--- src/include/bllc_pkg.sv ---
package bllc_pkg;
  // register map, one byte each on the internal host register port
  localparam logic [7:0] ADDR_DAYLIGHT_DIM = 8'h0A;
  localparam logic [7:0] ADDR_OFFICE_MAX   = 8'h0B;
  localparam logic [7:0] ADDR_OFFICE_DIM   = 8'h0C;
  localparam logic [7:0] ADDR_DARK_MAX     = 8'h0D;
  localparam int         CODE_W            = 7;
  localparam int         CODE_MSB          = 6;
  localparam logic [6:0] CODE_RESET        = 7'h00;
  localparam logic [6:0] CODE_FULL         = 7'h7F;
  localparam logic [7:0] RDATA_NONE        = 8'h00;
  localparam logic       RSVD_BIT_VAL      = 1'b0;
  // current scale in microamps, full scale 30 mA at the all-ones code
  localparam int         CURR_W            = 16;
  localparam int         FULL_SCALE_UA     = 30000;
  localparam int         CODE_SPAN         = 127;
  localparam int         CODE_SPAN_SQ      = 16129;
  localparam int         STEP_UA           = 236;
  localparam int         SQ_CODE1_UA       = 2;
  typedef enum logic [1:0] {
    BLLC_LVL_DAYLIGHT = 2'h0,
    BLLC_LVL_OFFICE   = 2'h1,
    BLLC_LVL_DARK     = 2'h3
  } bllc_level_t;
  typedef enum logic {
    BLLC_ST_BRIGHT = 1'b0,
    BLLC_ST_DIM    = 1'b1
  } bllc_state_t;
endpackage : bllc_pkg

--- src/include/bllc_dac_if.sv ---
`timescale 1ns/100ps
interface bllc_dac_if;
  logic [6:0]  code;
  logic        square_law;
  logic [15:0] current_ua;
  modport src (output code, output square_law, input current_ua);
  modport map (input code, input square_law, output current_ua);
endinterface : bllc_dac_if

--- src/hdl/bllc_regs.sv ---
`timescale 1ns/100ps
// Summary of operation
// - daylight dims to daylight dim code
// - office max register at 0x0B
// - office dim register at 0x0C
// - office dims to office dim code
// - dark max register at 0x0D
// - code maps by linear or square law
// - daylight dim register at 0x0A
module bllc_regs (
  input  wire logic        clk,
  input  wire logic        nrst,
  input  wire logic        ce,
  input  wire logic        reg_wr,
  input  wire logic        reg_rd,
  input  wire logic [7:0]  reg_addr,
  input  wire logic [7:0]  reg_wdata,
  output logic      [7:0]  reg_rdata,
  input  wire logic [1:0]  level,
  input  wire logic        dim_en,
  input  wire logic        dim_timeout,
  input  wire logic        wake,
  input  wire logic        square_law,
  input  wire logic [6:0]  daylight_max_code,
  input  wire logic [6:0]  dark_dim_code,
  output logic      [6:0]  sink_code,
  output logic             dimmed,
  output logic      [15:0] sink_current_ua
);
  logic [6:0]              daylight_dim_code_reg;
  logic [6:0]              office_max_code_reg;
  logic [6:0]              office_dim_code_reg;
  logic [6:0]              dark_max_code_reg;
  logic [7:0]              rdata_reg;
  logic [7:0]              rdata_next;
  logic [6:0]              sink_code_reg;
  logic [6:0]              sink_code_next;
  bllc_pkg::bllc_state_t   state_reg;
  bllc_pkg::bllc_state_t   state_next;
  logic                    dim_now;
  logic                    wr_go;

  bllc_dac_if dac_bus ();

  assign wr_go = ce && reg_wr;

  // one process per register; bit 7 of the write data is dropped
  always_ff @(posedge clk or negedge nrst)
  begin
    if (!nrst)
      daylight_dim_code_reg <= bllc_pkg::CODE_RESET;
    else if (wr_go && reg_addr == bllc_pkg::ADDR_DAYLIGHT_DIM)
      daylight_dim_code_reg <= reg_wdata[bllc_pkg::CODE_MSB:0];
  end

  always_ff @(posedge clk or negedge nrst)
  begin
    if (!nrst)
      office_max_code_reg <= bllc_pkg::CODE_RESET;
    else if (wr_go && reg_addr == bllc_pkg::ADDR_OFFICE_MAX)
      office_max_code_reg <= reg_wdata[bllc_pkg::CODE_MSB:0];
  end

  always_ff @(posedge clk or negedge nrst)
  begin
    if (!nrst)
      office_dim_code_reg <= bllc_pkg::CODE_RESET;
    else if (wr_go && reg_addr == bllc_pkg::ADDR_OFFICE_DIM)
      office_dim_code_reg <= reg_wdata[bllc_pkg::CODE_MSB:0];
  end

  always_ff @(posedge clk or negedge nrst)
  begin
    if (!nrst)
      dark_max_code_reg <= bllc_pkg::CODE_RESET;
    else if (wr_go && reg_addr == bllc_pkg::ADDR_DARK_MAX)
      dark_max_code_reg <= reg_wdata[bllc_pkg::CODE_MSB:0];
  end

  // read mux; unmapped addresses and the reserved bit read as zero
  always_comb
  begin
    case (reg_addr)
      bllc_pkg::ADDR_DAYLIGHT_DIM:
        rdata_next = {bllc_pkg::RSVD_BIT_VAL, daylight_dim_code_reg};
      bllc_pkg::ADDR_OFFICE_MAX:
        rdata_next = {bllc_pkg::RSVD_BIT_VAL, office_max_code_reg};
      bllc_pkg::ADDR_OFFICE_DIM:
        rdata_next = {bllc_pkg::RSVD_BIT_VAL, office_dim_code_reg};
      bllc_pkg::ADDR_DARK_MAX:
        rdata_next = {bllc_pkg::RSVD_BIT_VAL, dark_max_code_reg};
      default:
        rdata_next = bllc_pkg::RDATA_NONE;
    endcase
  end

  // read data held until the next read
  always_ff @(posedge clk or negedge nrst)
  begin
    if (!nrst)
      rdata_reg <= bllc_pkg::RDATA_NONE;
    else if (ce && reg_rd)
      rdata_reg <= rdata_next;
  end

  // dim latch; a timeout in the same cycle as a wake wins, so it is not lost
  always_comb
  begin
    case (state_reg)
      bllc_pkg::BLLC_ST_BRIGHT:
        state_next = dim_timeout ? bllc_pkg::BLLC_ST_DIM : bllc_pkg::BLLC_ST_BRIGHT;
      bllc_pkg::BLLC_ST_DIM:
        state_next = (wake && !dim_timeout) ? bllc_pkg::BLLC_ST_BRIGHT : bllc_pkg::BLLC_ST_DIM;
      default:
        state_next = bllc_pkg::BLLC_ST_BRIGHT;
    endcase
  end

  always_ff @(posedge clk or negedge nrst)
  begin
    if (!nrst)
      state_reg <= bllc_pkg::BLLC_ST_BRIGHT;
    else if (ce)
      state_reg <= state_next;
  end

  // software flag forces dim regardless of the timer
  assign dim_now = dim_en || (state_reg == bllc_pkg::BLLC_ST_DIM);

  // code for the active ambient level
  always_comb
  begin
    case (level)
      bllc_pkg::BLLC_LVL_DAYLIGHT:
        sink_code_next = dim_now ? daylight_dim_code_reg : daylight_max_code;
      bllc_pkg::BLLC_LVL_OFFICE:
        sink_code_next = dim_now ? office_dim_code_reg : office_max_code_reg;
      bllc_pkg::BLLC_LVL_DARK:
        sink_code_next = dim_now ? dark_dim_code : dark_max_code_reg;
      default:
        sink_code_next = bllc_pkg::CODE_RESET; // unused level code keeps sink off
    endcase
  end

  always_ff @(posedge clk or negedge nrst)
  begin
    if (!nrst)
      sink_code_reg <= bllc_pkg::CODE_RESET;
    else if (ce)
      sink_code_reg <= sink_code_next;
  end

  // law and scale live in the mapper, one cycle behind the code
  assign dac_bus.code       = sink_code_reg;
  assign dac_bus.square_law = square_law;

  bllc_dac_map u_map (
    .clk  (clk),
    .nrst (nrst),
    .ce   (ce),
    .dac  (dac_bus.map)
  );

  assign reg_rdata       = rdata_reg;
  assign sink_code       = sink_code_reg;
  assign dimmed          = dim_now;
  assign sink_current_ua = dac_bus.current_ua;

  AST_DAYLIGHT_DIM: assert property (
    @(posedge clk) disable iff (!nrst)
    (ce && level == bllc_pkg::BLLC_LVL_DAYLIGHT && dim_now)
      |=> sink_code_reg == $past(daylight_dim_code_reg))
    else $error("daylight dim code not applied");
  AST_OFFICE_MAX_WR: assert property (
    @(posedge clk) disable iff (!nrst)
    (ce && reg_wr && reg_addr == bllc_pkg::ADDR_OFFICE_MAX)
      |=> office_max_code_reg == $past(reg_wdata[bllc_pkg::CODE_MSB:0]))
    else $error("office max write lost");
  AST_OFFICE_DIM_WR: assert property (
    @(posedge clk) disable iff (!nrst)
    (ce && reg_wr && reg_addr == bllc_pkg::ADDR_OFFICE_DIM)
      ##1 (ce && reg_rd && reg_addr == bllc_pkg::ADDR_OFFICE_DIM)
      |=> reg_rdata == {bllc_pkg::RSVD_BIT_VAL, $past(reg_wdata[bllc_pkg::CODE_MSB:0], 2)})
    else $error("office dim readback wrong");
  // state turns dim one edge after the timeout, the code follows one edge later
  AST_OFFICE_DIM_SEL: assert property (
    @(posedge clk) disable iff (!nrst)
    (ce && level == bllc_pkg::BLLC_LVL_OFFICE && dim_timeout)
      ##1 (ce && level == bllc_pkg::BLLC_LVL_OFFICE)
      |=> sink_code_reg == $past(office_dim_code_reg))
    else $error("office dim after timeout missing");
  AST_DARK_MAX_WR: assert property (
    @(posedge clk) disable iff (!nrst)
    (ce && reg_wr && reg_addr == bllc_pkg::ADDR_DARK_MAX)
      |=> dark_max_code_reg == $past(reg_wdata[bllc_pkg::CODE_MSB:0]))
    else $error("dark max write lost");
  AST_DAYLIGHT_WR: assert property (
    @(posedge clk) disable iff (!nrst)
    (ce && reg_wr && reg_addr == bllc_pkg::ADDR_DAYLIGHT_DIM)
      |=> daylight_dim_code_reg == $past(reg_wdata[bllc_pkg::CODE_MSB:0]))
    else $error("daylight dim write lost");
  AST_RSVD_ZERO: assert property (
    @(posedge clk) disable iff (!nrst)
    (ce && reg_rd) |=> !reg_rdata[7])
    else $error("reserved bit read nonzero");
  AST_FREEZE: assert property (
    @(posedge clk) disable iff (!nrst)
    !ce |=> $stable(sink_code_reg) && $stable(rdata_reg))
    else $error("state moved while disabled");
  COV_DAY_DIM: cover property (
    @(posedge clk) disable iff (!nrst)
    level == bllc_pkg::BLLC_LVL_DAYLIGHT && dim_timeout ##1 state_reg == bllc_pkg::BLLC_ST_DIM);
  COV_OFFICE_FLAG: cover property (
    @(posedge clk) disable iff (!nrst)
    level == bllc_pkg::BLLC_LVL_OFFICE && dim_en);
  COV_WAKE: cover property (
    @(posedge clk) disable iff (!nrst)
    state_reg == bllc_pkg::BLLC_ST_DIM ##1 state_reg == bllc_pkg::BLLC_ST_BRIGHT);
endmodule : bllc_regs

--- src/hdl/bllc_dac_map.sv ---
`timescale 1ns/100ps
module bllc_dac_map (
  input  wire logic clk,
  input  wire logic nrst,
  input  wire logic ce,
  bllc_dac_if.map   dac
);
  logic [31:0] lin_num;
  logic [31:0] sq_num;
  logic [31:0] ua_next;
  logic [15:0] current_reg;

  // rounded integer law, so the all-ones code lands exactly on full scale
  always_comb
  begin
    lin_num = 32'(dac.code) * 32'(bllc_pkg::FULL_SCALE_UA) + 32'(bllc_pkg::CODE_SPAN / 2);
    sq_num  = 32'(dac.code) * 32'(dac.code) * 32'(bllc_pkg::FULL_SCALE_UA)
            + 32'(bllc_pkg::CODE_SPAN_SQ / 2);
    if (dac.square_law)
      ua_next = sq_num / 32'(bllc_pkg::CODE_SPAN_SQ);
    else
      ua_next = lin_num / 32'(bllc_pkg::CODE_SPAN);
  end

  // registered so the sink sees a glitch-free value
  always_ff @(posedge clk or negedge nrst)
  begin
    if (!nrst)
      current_reg <= 16'h0000;
    else if (ce)
      current_reg <= ua_next[15:0];
  end

  assign dac.current_ua = current_reg;

  AST_LINEAR_STEP: assert property (
    @(posedge clk) disable iff (!nrst)
    (ce && !dac.square_law && dac.code == 7'h01) |=> current_reg == 16'(bllc_pkg::STEP_UA))
    else $error("linear code one not one step");
  AST_SQUARE_FIRST: assert property (
    @(posedge clk) disable iff (!nrst)
    (ce && dac.square_law && dac.code == 7'h01) |=> current_reg == 16'(bllc_pkg::SQ_CODE1_UA))
    else $error("square code one wrong");
  AST_FULL_SCALE: assert property (
    @(posedge clk) disable iff (!nrst)
    (ce && dac.code == bllc_pkg::CODE_FULL) |=> current_reg == 16'(bllc_pkg::FULL_SCALE_UA))
    else $error("all-ones code not full scale");
  COV_FULL_SQUARE: cover property (
    @(posedge clk) disable iff (!nrst)
    ce && dac.square_law && dac.code == bllc_pkg::CODE_FULL);
endmodule : bllc_dac_map

--- config.mk ---
export PLATFORM = sky130hd
export DESIGN_NAME = bllc_regs
export DESIGN_NICKNAME = d
export VERILOG_FILES = /design/src/include/bllc_pkg.sv /design/src/include/bllc_dac_if.sv /design/src/hdl/bllc_regs.sv /design/src/hdl/bllc_dac_map.sv
export SDC_FILE = /design/constraint.sdc
export NUM_CORES = 1
export LEC_CHECK = 0
export BUFFER_PORTS_ARGS = -buffer_cell sky130_fd_sc_hd__buf_2
export CAP_MARGIN = 20
export CELL_PAD_IN_SITES_DETAIL_PLACEMENT = 0
export CELL_PAD_IN_SITES_GLOBAL_PLACEMENT = 1
export CORE_MARGIN = 5
export CORE_UTILIZATION = 49
export CTS_CLUSTER_SIZE = 40
export DETAILED_ROUTE_END_ITERATION = 10
export PLACE_DENSITY_LB_ADDON = 0.3
export SLEW_MARGIN = 20
export SYNTH_ARGS = -nofsm -noshare
export SYNTH_HDL_FRONTEND = slang
export SYNTH_SLANG_ARGS = --single-unit
--- constraint.sdc ---
create_clock -name clk -period 30.6 [get_ports clk]
set_input_delay 1.53 -clock clk [delete_from_list [all_inputs] [get_ports clk]]
set_output_delay 1.53 -clock clk [all_outputs]
set_load 0.01 [all_outputs]
# Yosys cells after proc, flatten, opt, wreduce, memory -nomap -nowiden

Cells that the tools add are included.
Widths: inputs -> output; s select.

Input bits: 41
Register bits: 60
Output and inout port bits: 32

Muxes and demuxes: 9
$mul: 3
Add/sub/neg operators: 2
Bitwise operators: 1
Eq/ne operators: 6
Divide/modulo/power cells: 2
Reduce and logical (&&, ||, !) cells: 10

Operators with widths:

| cell                   | number |
|---|---|
| $div 32x14->32 const B | 1 |
| $div 32x7->32 const B  | 1 |
| $eq 8x4->1 const B     | 4 |
| $add 29x13->30 const B | 1 |
| $pmux 7 s4             | 1 |
| $mul 14x11->25 const B | 1 |
| $add 22x6->23 const B  | 1 |
| $mux 7                 | 3 |
| $pmux 7 s3             | 1 |
| $mul 7x11->18 const B  | 1 |
| $mux 16                | 1 |
| $mul 7x7->14           | 1 |
| $logic_and 1x1->1      | 7 |
| $eq 2x1->1 const B     | 1 |
| $eq 2x2->1 const B     | 1 |
| $logic_not 2->1        | 1 |
| $mux 1                 | 2 |
| $pmux 1 s2             | 1 |
| $logic_not 1->1        | 1 |
| $logic_or 1x1->1       | 1 |
| $not 1->1              | 1 |

# Longest topological paths before layout

Gate-level depths: netlist of the first run.

Word-level depth: 5
Depth in mapped cells: 110
Mapped depth without buffers: 95

# Modules after synthesis

From an unflattened synthesis of the first run, not the netlist that was laid out.

Cells, all modules: 3036
Area total of the unflattened synthesis: 22607.9 µm²

Modules (own cells, without submodules):

| module       | times used | area each (µm²) | cells an instance | sequential area each (µm²) |
|---|---|---|---|---|
| bllc_dac_map | 1          | 20287.0         | 2834              | 400.4 |
| bllc_regs    | 1          | 2321.0          | 202               | 1076.0 |

# Least setup slack after synthesis of the first run

No wires, ideal clock.

Kind: flip-flop to flip-flop
Start: register sink_code_reg[0], in the netlist sink_code[0]
End: register u_map.current_reg[0], in the netlist u_map.dac.current_ua[0]
Arrival: 24.822 ns
Library setup time: 0.090 ns
Data required time: 30.510 ns
Path slack: 5.688 ns
Path buffers: 8
Stages on the path, launching flop included: 95
Path through: dfrtp_1 > clkbuf_1 > buf_1 > nand2_1 > xor2_1 > ha_1 > inv_1 > fa_1 > inv_1 > fa_1 > inv_1 > fa_1 > inv_1 > ha_1 > xor2_1 > fa_1 > ha_1 > xnor2_1 > (+59 left out) > ha_1 > nand2_1 > a21oi_1 > a2111oi_4 > o21ai_1 > a2111o_1 > a211oi_4 > nand2_1 > inv_2 > buf_2 > ha_1 > nor4_1 > mux2_2 > a2111oi_4 > nor3_2 > mux2_1 > or4_1 > o221ai_1

Longest elaborated chain between the ends: 5

RTL lines:

| item                   | line               | source |
|---|---|---|
| start, declared        | bllc_regs.sv:36    | `logic [6:0] sink_code_reg;` |
| start signal, assigned | bllc_regs.sv:148   | `sink_code_reg <= bllc_pkg::CODE_RESET;` |
| start signal, assigned | bllc_regs.sv:150   | `sink_code_reg <= sink_code_next;` |
| $mul 7x7->14           | bllc_dac_map.sv:17 | `sq_num = 32'(dac.code) * 32'(dac.code) * 32'(bllc_pkg::FULL_SCALE_UA)` |
| $mul 14x11->25         | bllc_dac_map.sv:17 |  |
| $add 29x13->30         | bllc_dac_map.sv:18 | `+ 32'(bllc_pkg::CODE_SPAN_SQ / 2);` |
| $div 32x14->32         | bllc_dac_map.sv:20 | `ua_next = sq_num / 32'(bllc_pkg::CODE_SPAN_SQ);` |
| $mux 16 *              | bllc_dac_map.sv:19 | `if (dac.square_law)` |
| end signal, assigned   | bllc_dac_map.sv:31 | `current_reg <= ua_next[15:0];` |
| end, declared          | bllc_dac_map.sv:11 | `logic [15:0] current_reg;` |

Mark *: on every way between the ends. The rest lies on a longest branch, timed or not.
A chain may end at the register's enable or synchronous reset.

# Final worst setup path of the first run

Start: register sink_code_reg[4], in the netlist sink_code[4]
End: register u_map.current_reg[0], in the netlist u_map.dac.current_ua[0]

Same word-level chain as after synthesis.

==> flow_summary.yaml, run 1 <==
run_status:
  status: "completed"
logic_synthesis:
  synth_most_common_cell: "nand2_1"
  synth.cells.most_frequent: "nand2_1 (268), nor2_1 (230), inv_1 (205), a21oi_1 (179), ha_1 (165)"
  ys_seq_elements: 59
  synth_edf_count: 0
  synthTopCellsByArea: "ha_1 (8.7%), dfrtp_1 (6.3%), xnor2_1 (5.7%)"
  synth_cell_types: 142
  syn_area_um2: 23600
  ys_seq_area_share_pct: 6.25
  yosysTopAreaCell: "ha_1"
  synth_nets: 3445
  synthCells: 3172
  synthFlopType: "dfrtp_1"
  avgSynthCellArea_um2: 7.45
  ys_warn_count: 0
  async_reset_ff_share_pct: 100
  synth_top_area_share_pct: 8.74
die:
  die_x_um: 230
  row_count: 80
  die_h_um: 230
  top_level_ports: 73
  coreArea_um2: 47700
  dieArea_um2: 52700
  initial_core_util_pct: 49.5
detailed_routing:
  via_count: 25700
  finalWirelength_mm: 77.0
  avgRoutedWirePerCell_um: 20.2
  drc: 0
  firstDrtPassIters: 7
  drt-vias-per-instance: 6.76
  ant_nets: 0
  drt-initial-drc-count: 2556
timing:
  tightest_slew_ns: 1.12
  slew_viol_final: 0
  min_period_over_period_pct: 94.1
  rsz0062_at_grt: "false"
  period_minus_slack_ns: 28.80
  finalHoldViolCount: 0
  fin_skew_ns: 0.0124
  setup_viol: 0
  slew_headroom_pct: 23.6
  tns_ns: 0
  fmax_mhz: 34.7
placement:
  io_buffers: 70
  gp_congestion: 0.983
  place_hpwl_mm: 61.9
  dpl.cell_count: 3779
  dpl_cell_area_um2: 24500
worst_setup_path:
  reg2regPathDepth: 92
  path_class: "reg -> reg"
  critPathMaxStageDelay_ns: 0.66
  r2r_setup_slack_ns: 1.80
  reg2reg_to: "u_map.dac.current_ua[0]"
  crit_fanout: 22
  cp.required_ns: 30.80
  end_kind: "flop"
  cp-start-kind: "flop"
  timing.rr.start: "sink_code[4]"
  cp.arrival_ns: 29.00
  crit_top_cell: "ha_1"
  crit_slowest_cell: "or4_1"
global_routing:
  grt_pass1_wl_mm: 124
  gr-usage-all-layers_pct: 27.5
  grt_max_degree: 60
  antenna_found_initial: 0
  gr-total-overflow: 0
  grt_pass1_vias: 24000
cts:
  cts.sinks: 59
  clock_latency_ns: 0.35
  cts_root_buf: "clkbuf_16"
  clockBufferDepth: 2
  cts.clk_slew.worst_paths_ns: 0.06
  cts_buffers: 9
  htreeDepth: 3
  tritoncts: "done"
cells_and_area:
  fillCellCount: 4635
  layout.nets: 3459
  multiInputGateArea_um2: 21000
  largest_reg_flops: 16
  drive_gt1_share_pct: 11.9
  regArea_um2: 1480
  syn2layout_area_growth_pct: 5.96
  instances_no_fill: 3807
  design_area_um2: 25000
min_path:
  hold_start: "reg_rdata[0]"
  hold_class: "reg -> reg"
  whs_endpoint: "reg_rdata[0]"
  worst_hold_path.num_cells: 2
flow_run:
  drv_cap: 0
==> cells in the final DEF, fill, tap and decap left out, types with 19 or more instances in the layout <==
cell       netlist  layout
a211oi_1        43      43
a21o_1          41      41
o31ai_1         29      27
nor3b_1         20      20
or3_1           39      39
xor2_1          63      61
xnor2_1        154     154
o221ai_1        19      19
and4_1          20      19
o211ai_1        66      66
ha_1           165     165
nor3_1          94      89
nor4_1          29      28
nand4_1         54      54
o21a_1          31      31
inv_1          205     205
nand2b_1        28      28
or2_2           25      25
dfrtp_1         59      58
o21ai_1         34      33
a211o_1         27      27
o2111ai_1       22      22
a221oi_1        19      19
fa_1            67      67
a31oi_1         36      36
o22ai_1         22      21
nor2_1         230     229
mux2i_1         48      48
nand2_1        268     268
and3_1          50      50
buf_4           13      44
o21bai_1        19      19
o21ai_0        150     150
a21oi_1        179     178
and2_1          51      51
buf_2           34      70
o211a_1         20      20
mux2_2          62      62
nand3_1        141     141
or4_1           19      19
==> cell type report <==
class                           count  share of cell area, %
Multi-Input combinational cell   2793                   83.9
Antenna cell                        1                 0.0100
Inverter                          208                   3.14
Timing Repair Buffer              115                   2.75
Clock inverter                      7                  0.305
Tap cell                          615                   3.07
Clock buffer                        9                  0.900
Sequential cell                    59                   5.90
==> cells by family (layout without fill, tap and decap cells) <==
group	count (synthesis)	in the layout	synth area share (%)
adders and majority gates	234	234	14.5
AOI/OAI and AO/OA	1043	1043	33.0
other	1	2	0.0159
DFF	59	59	6.25
and+or+nand+nor	1173	1173	26.5
buffers and inverters	320	339	5.56
muxes	114	114	5.24
xor gates and xnor gates	228	228	8.94
==> worst max-delay path, delay by kind of cell (launching register included) <==
kind,cells,cell delay [ns]
compound gates,37,11.71
xor+xnor,3,0.72
fa+ha+maj,15,5.72
buf+inv,10,1.51
flops,1,0.64
mux,3,1.13
simple gates,24,7.16
==> timing repair <==
item / in CTS / in global routing
buffers inserted: 0 / 10
hold buffers: 0 / 0
gates resized for setup: 0 / 24
endpoints found under the setup margin: 0 / 2
==> stage by stage <==
stage	util (%)	hold slack (ns)	setup slack [ns]
floorplan	-	0.467	5.69
global placement	51.3	0.463	1.50
detailed placement	51.3	0.468	1.08
CTS	51.9	0.481	0.960
global route	52.4	0.496	0.0182
finish	52.4	0.481	1.80
==> worst max-delay path by stage <==
stage                                    endpoint  depth (start not counted)  slack [ns]    startpoint
after floorplan           u_map.dac.current_ua[0]                         94        5.69  sink_code[0]
after global placement    u_map.dac.current_ua[0]                         88        1.50  sink_code[5]
after detailed placement  u_map.dac.current_ua[0]                         88        1.08  sink_code[5]
after CTS                 u_map.dac.current_ua[0]                         88        0.96  sink_code[5]
after global routing      u_map.dac.current_ua[0]                         93        0.02  sink_code[4]
final                     u_map.dac.current_ua[0]                         92        1.80  sink_code[4]
==> per-layer routing <==
layer | vias up | GRT usage [%] | routed length, µm
li1 | 12200 | - | -
met1 | 12400 | 37.6 | 34300
met2 | 984 | 45.9 | 35800
met3 | 150 | 2.89 | 4610
met4 | 0 | 7.99 | 2270
met5 | - | 0 | 0
Power of run 1 is left out: the tool's default activity adds up to more than one toggle a clock period on the data nets, which glitch-free logic cannot reach.
==> run 2: changes to the inputs <==
clock period = 31.2 ns   (was 30.6 ns; I/O delays follow)
==> run 2 against run 1 <==
Compared with the run above: cell count is 0.37% lower; setup slack better by 0.025 ns; sequential share of layout area is essentially flat; via count is 0.19% lower; critical endpoint unchanged; highest routed layer unchanged; fmax is 2.0% lower; clock skew up 0.0026 ns.
==> flow_summary.yaml, run 2 (synthesized netlist as in run 1, its figures left out) <==
detailed_routing:
  drc: 0
  firstDrtPassIters: 6
  drt-initial-drc-count: 2177
  ant_nets: 0
  avgRoutedWirePerCell_um: 20.4
  drt-vias-per-instance: 6.77
  via_count: 25700
  finalWirelength_mm: 77.5
cells_and_area:
  antenna_cells: 0
  regArea_um2: 1480
  fillCellCount: 4702
  drive_gt1_share_pct: 11.5
  final_common_cell: "nand2_1"
  layout.nets: 3446
  final_cell_mix: "nand2_1 (267), nor2_1 (228), inv_1 (205)"
  syn2layout_area_growth_pct: 5.37
  multiInputGateArea_um2: 21000
  largest_reg_flops: 16
global_routing:
  grt_max_degree: 60
  grt_pass1_vias: 24100
  gr-usage-all-layers_pct: 27.7
  grt_pass1_wl_mm: 125
  antenna_found_initial: 0
  gr-total-overflow: 0
timing:
  period_minus_slack_ns: 29.38
  fmax_mhz: 34.0
  finalHoldViolCount: 0
  min_period_over_period_pct: 94.2
  slew_headroom_pct: 23.2
  tightest_slew_ns: 1.12
  finalWorstSetupSlack_ns: 1.82
  rsz0062_at_grt: "false"
  setup_viol: 0
  tns_ns: 0
  fin_skew_ns: 0.0151
  slew_viol_final: 0
worst_setup_path:
  cp.arrival_ns: 29.58
  reg2regPathDepth: 96
  end_kind: "flop"
  critical_path.endpoint: "u_map.dac.current_ua[0]"
  r2r_setup_slack_ns: 1.82
  crit_buf_inv: 11
  crit_slowest_cell: "or4_1"
  cp-start-kind: "flop"
  crit_family: "compound AO/OA/AOI/OAI gates"
  worst-path-stages: 96
  crit_fanout: 22
  cp-startpoint: "sink_code[4]"
  reg2reg_to: "u_map.dac.current_ua[0]"
  critPathMaxStageDelay_ns: 0.83
  cp.required_ns: 31.40
  crit_top_cell: "ha_1"
  timing.rr.start: "sink_code[4]"
  path_class: "reg -> reg"
cts:
  cts_root_buf: "clkbuf_16"
  postCtsHoldBufs: 0
  clock_latency_ns: 0.36
  cts_buffers: 9
  clockBufferDepth: 2
  cts.clk_slew.worst_paths_ns: 0.07
  htreeDepth: 3
  tritoncts: "done"
  cts.sinks: 59
die:
  row_count: 80
  initial_core_util_pct: 49.5
  die_x_um: 230
  dieArea_um2: 52700
  die_h_um: 230
  coreArea_um2: 47700
  top_level_ports: 73
run_status:
  status: "completed"
min_path:
  hold_class: "reg -> reg"
placement:
  gp_congestion: 0.961
  io_buffers: 70
  place_hpwl_mm: 61.9
  place_ws_ns: 0.956
flow_run:
  drv_cap: 0
-- run 2: changes by cell type in the layout (fill, tap and decap cells not counted), moves of 2 or more --
cell and change:
buf_4 -12, a2111oi_2 -2, nor2_2 +2, o31ai_1 +2
xnor2_1 -2, xnor2_2 +2
-- run 2: layout make-up --
class / count / share of cell area, %
well taps: 615 / 3.09
clock buffers: 9 / 0.905
inverters: 208 / 3.16
repair buffers: 102 / 2.37
clock inverters: 7 / 0.307
multi-input cells: 2793 / 84.2
flip-flops and latches: 59 / 5.94
-- run 2: per-layer routing --
layer	routed length (µm)	global-route usage, %	share of wire, %
met4	1620	6.95	2.1
met1	34400	38.0	44
met5	0	0	0
met2	36500	46.7	47
met3	5030	2.98	6.5
-- run 2: how the worst min path moves through the flow --
stage	from	end	cells after the start
global placement	reg_rdata[2]	reg_rdata[2]	2
finish	reg_rdata[0]	reg_rdata[0]	2
global route	reg_rdata[2]	reg_rdata[2]	2
detailed placement	reg_rdata[5]	reg_rdata[5]	2
CTS	reg_rdata[0]	reg_rdata[0]	2
floorplan	state_reg	state_reg	1
-- run 2: worst reg2reg max path: cells and delay by family, from the launching register on --
family,cells,cell delay [ns]
multiplexers,4,1.37
adder cells (fa/ha/maj),16,5.64
AO/OA/AOI/OAI,36,11.36
AND/OR/NAND/NOR,27,8.19
buffers and inverters,11,1.58
XOR/XNOR,2,0.40
flip-flops,1,0.65
-- run 2: timing repair --
item | 4_1_cts | 5_1_grt
resized for setup | 0 | 16
endpoints found under the setup margin | 0 | 2
hold endpoints to repair | 0 | 0
buffers inserted | 0 | 3
-- run 2: stage by stage --
stage / std cells / instance area, µm² / util [%] / hold slack (ns)
final: 3793 / 24900 / 52.1 / 0.475
after global placement: 3774 / 24400 / 51.2 / 0.463
after detailed placement: 3774 / 24400 / 51.2 / 0.468
after global routing: 3793 / 24900 / 52.1 / 0.509
after CTS: 3790 / 24700 / 51.8 / 0.481
after floorplan: 3172 / 23600 / - / 0.467
Power of run 2 is left out for the same reason.
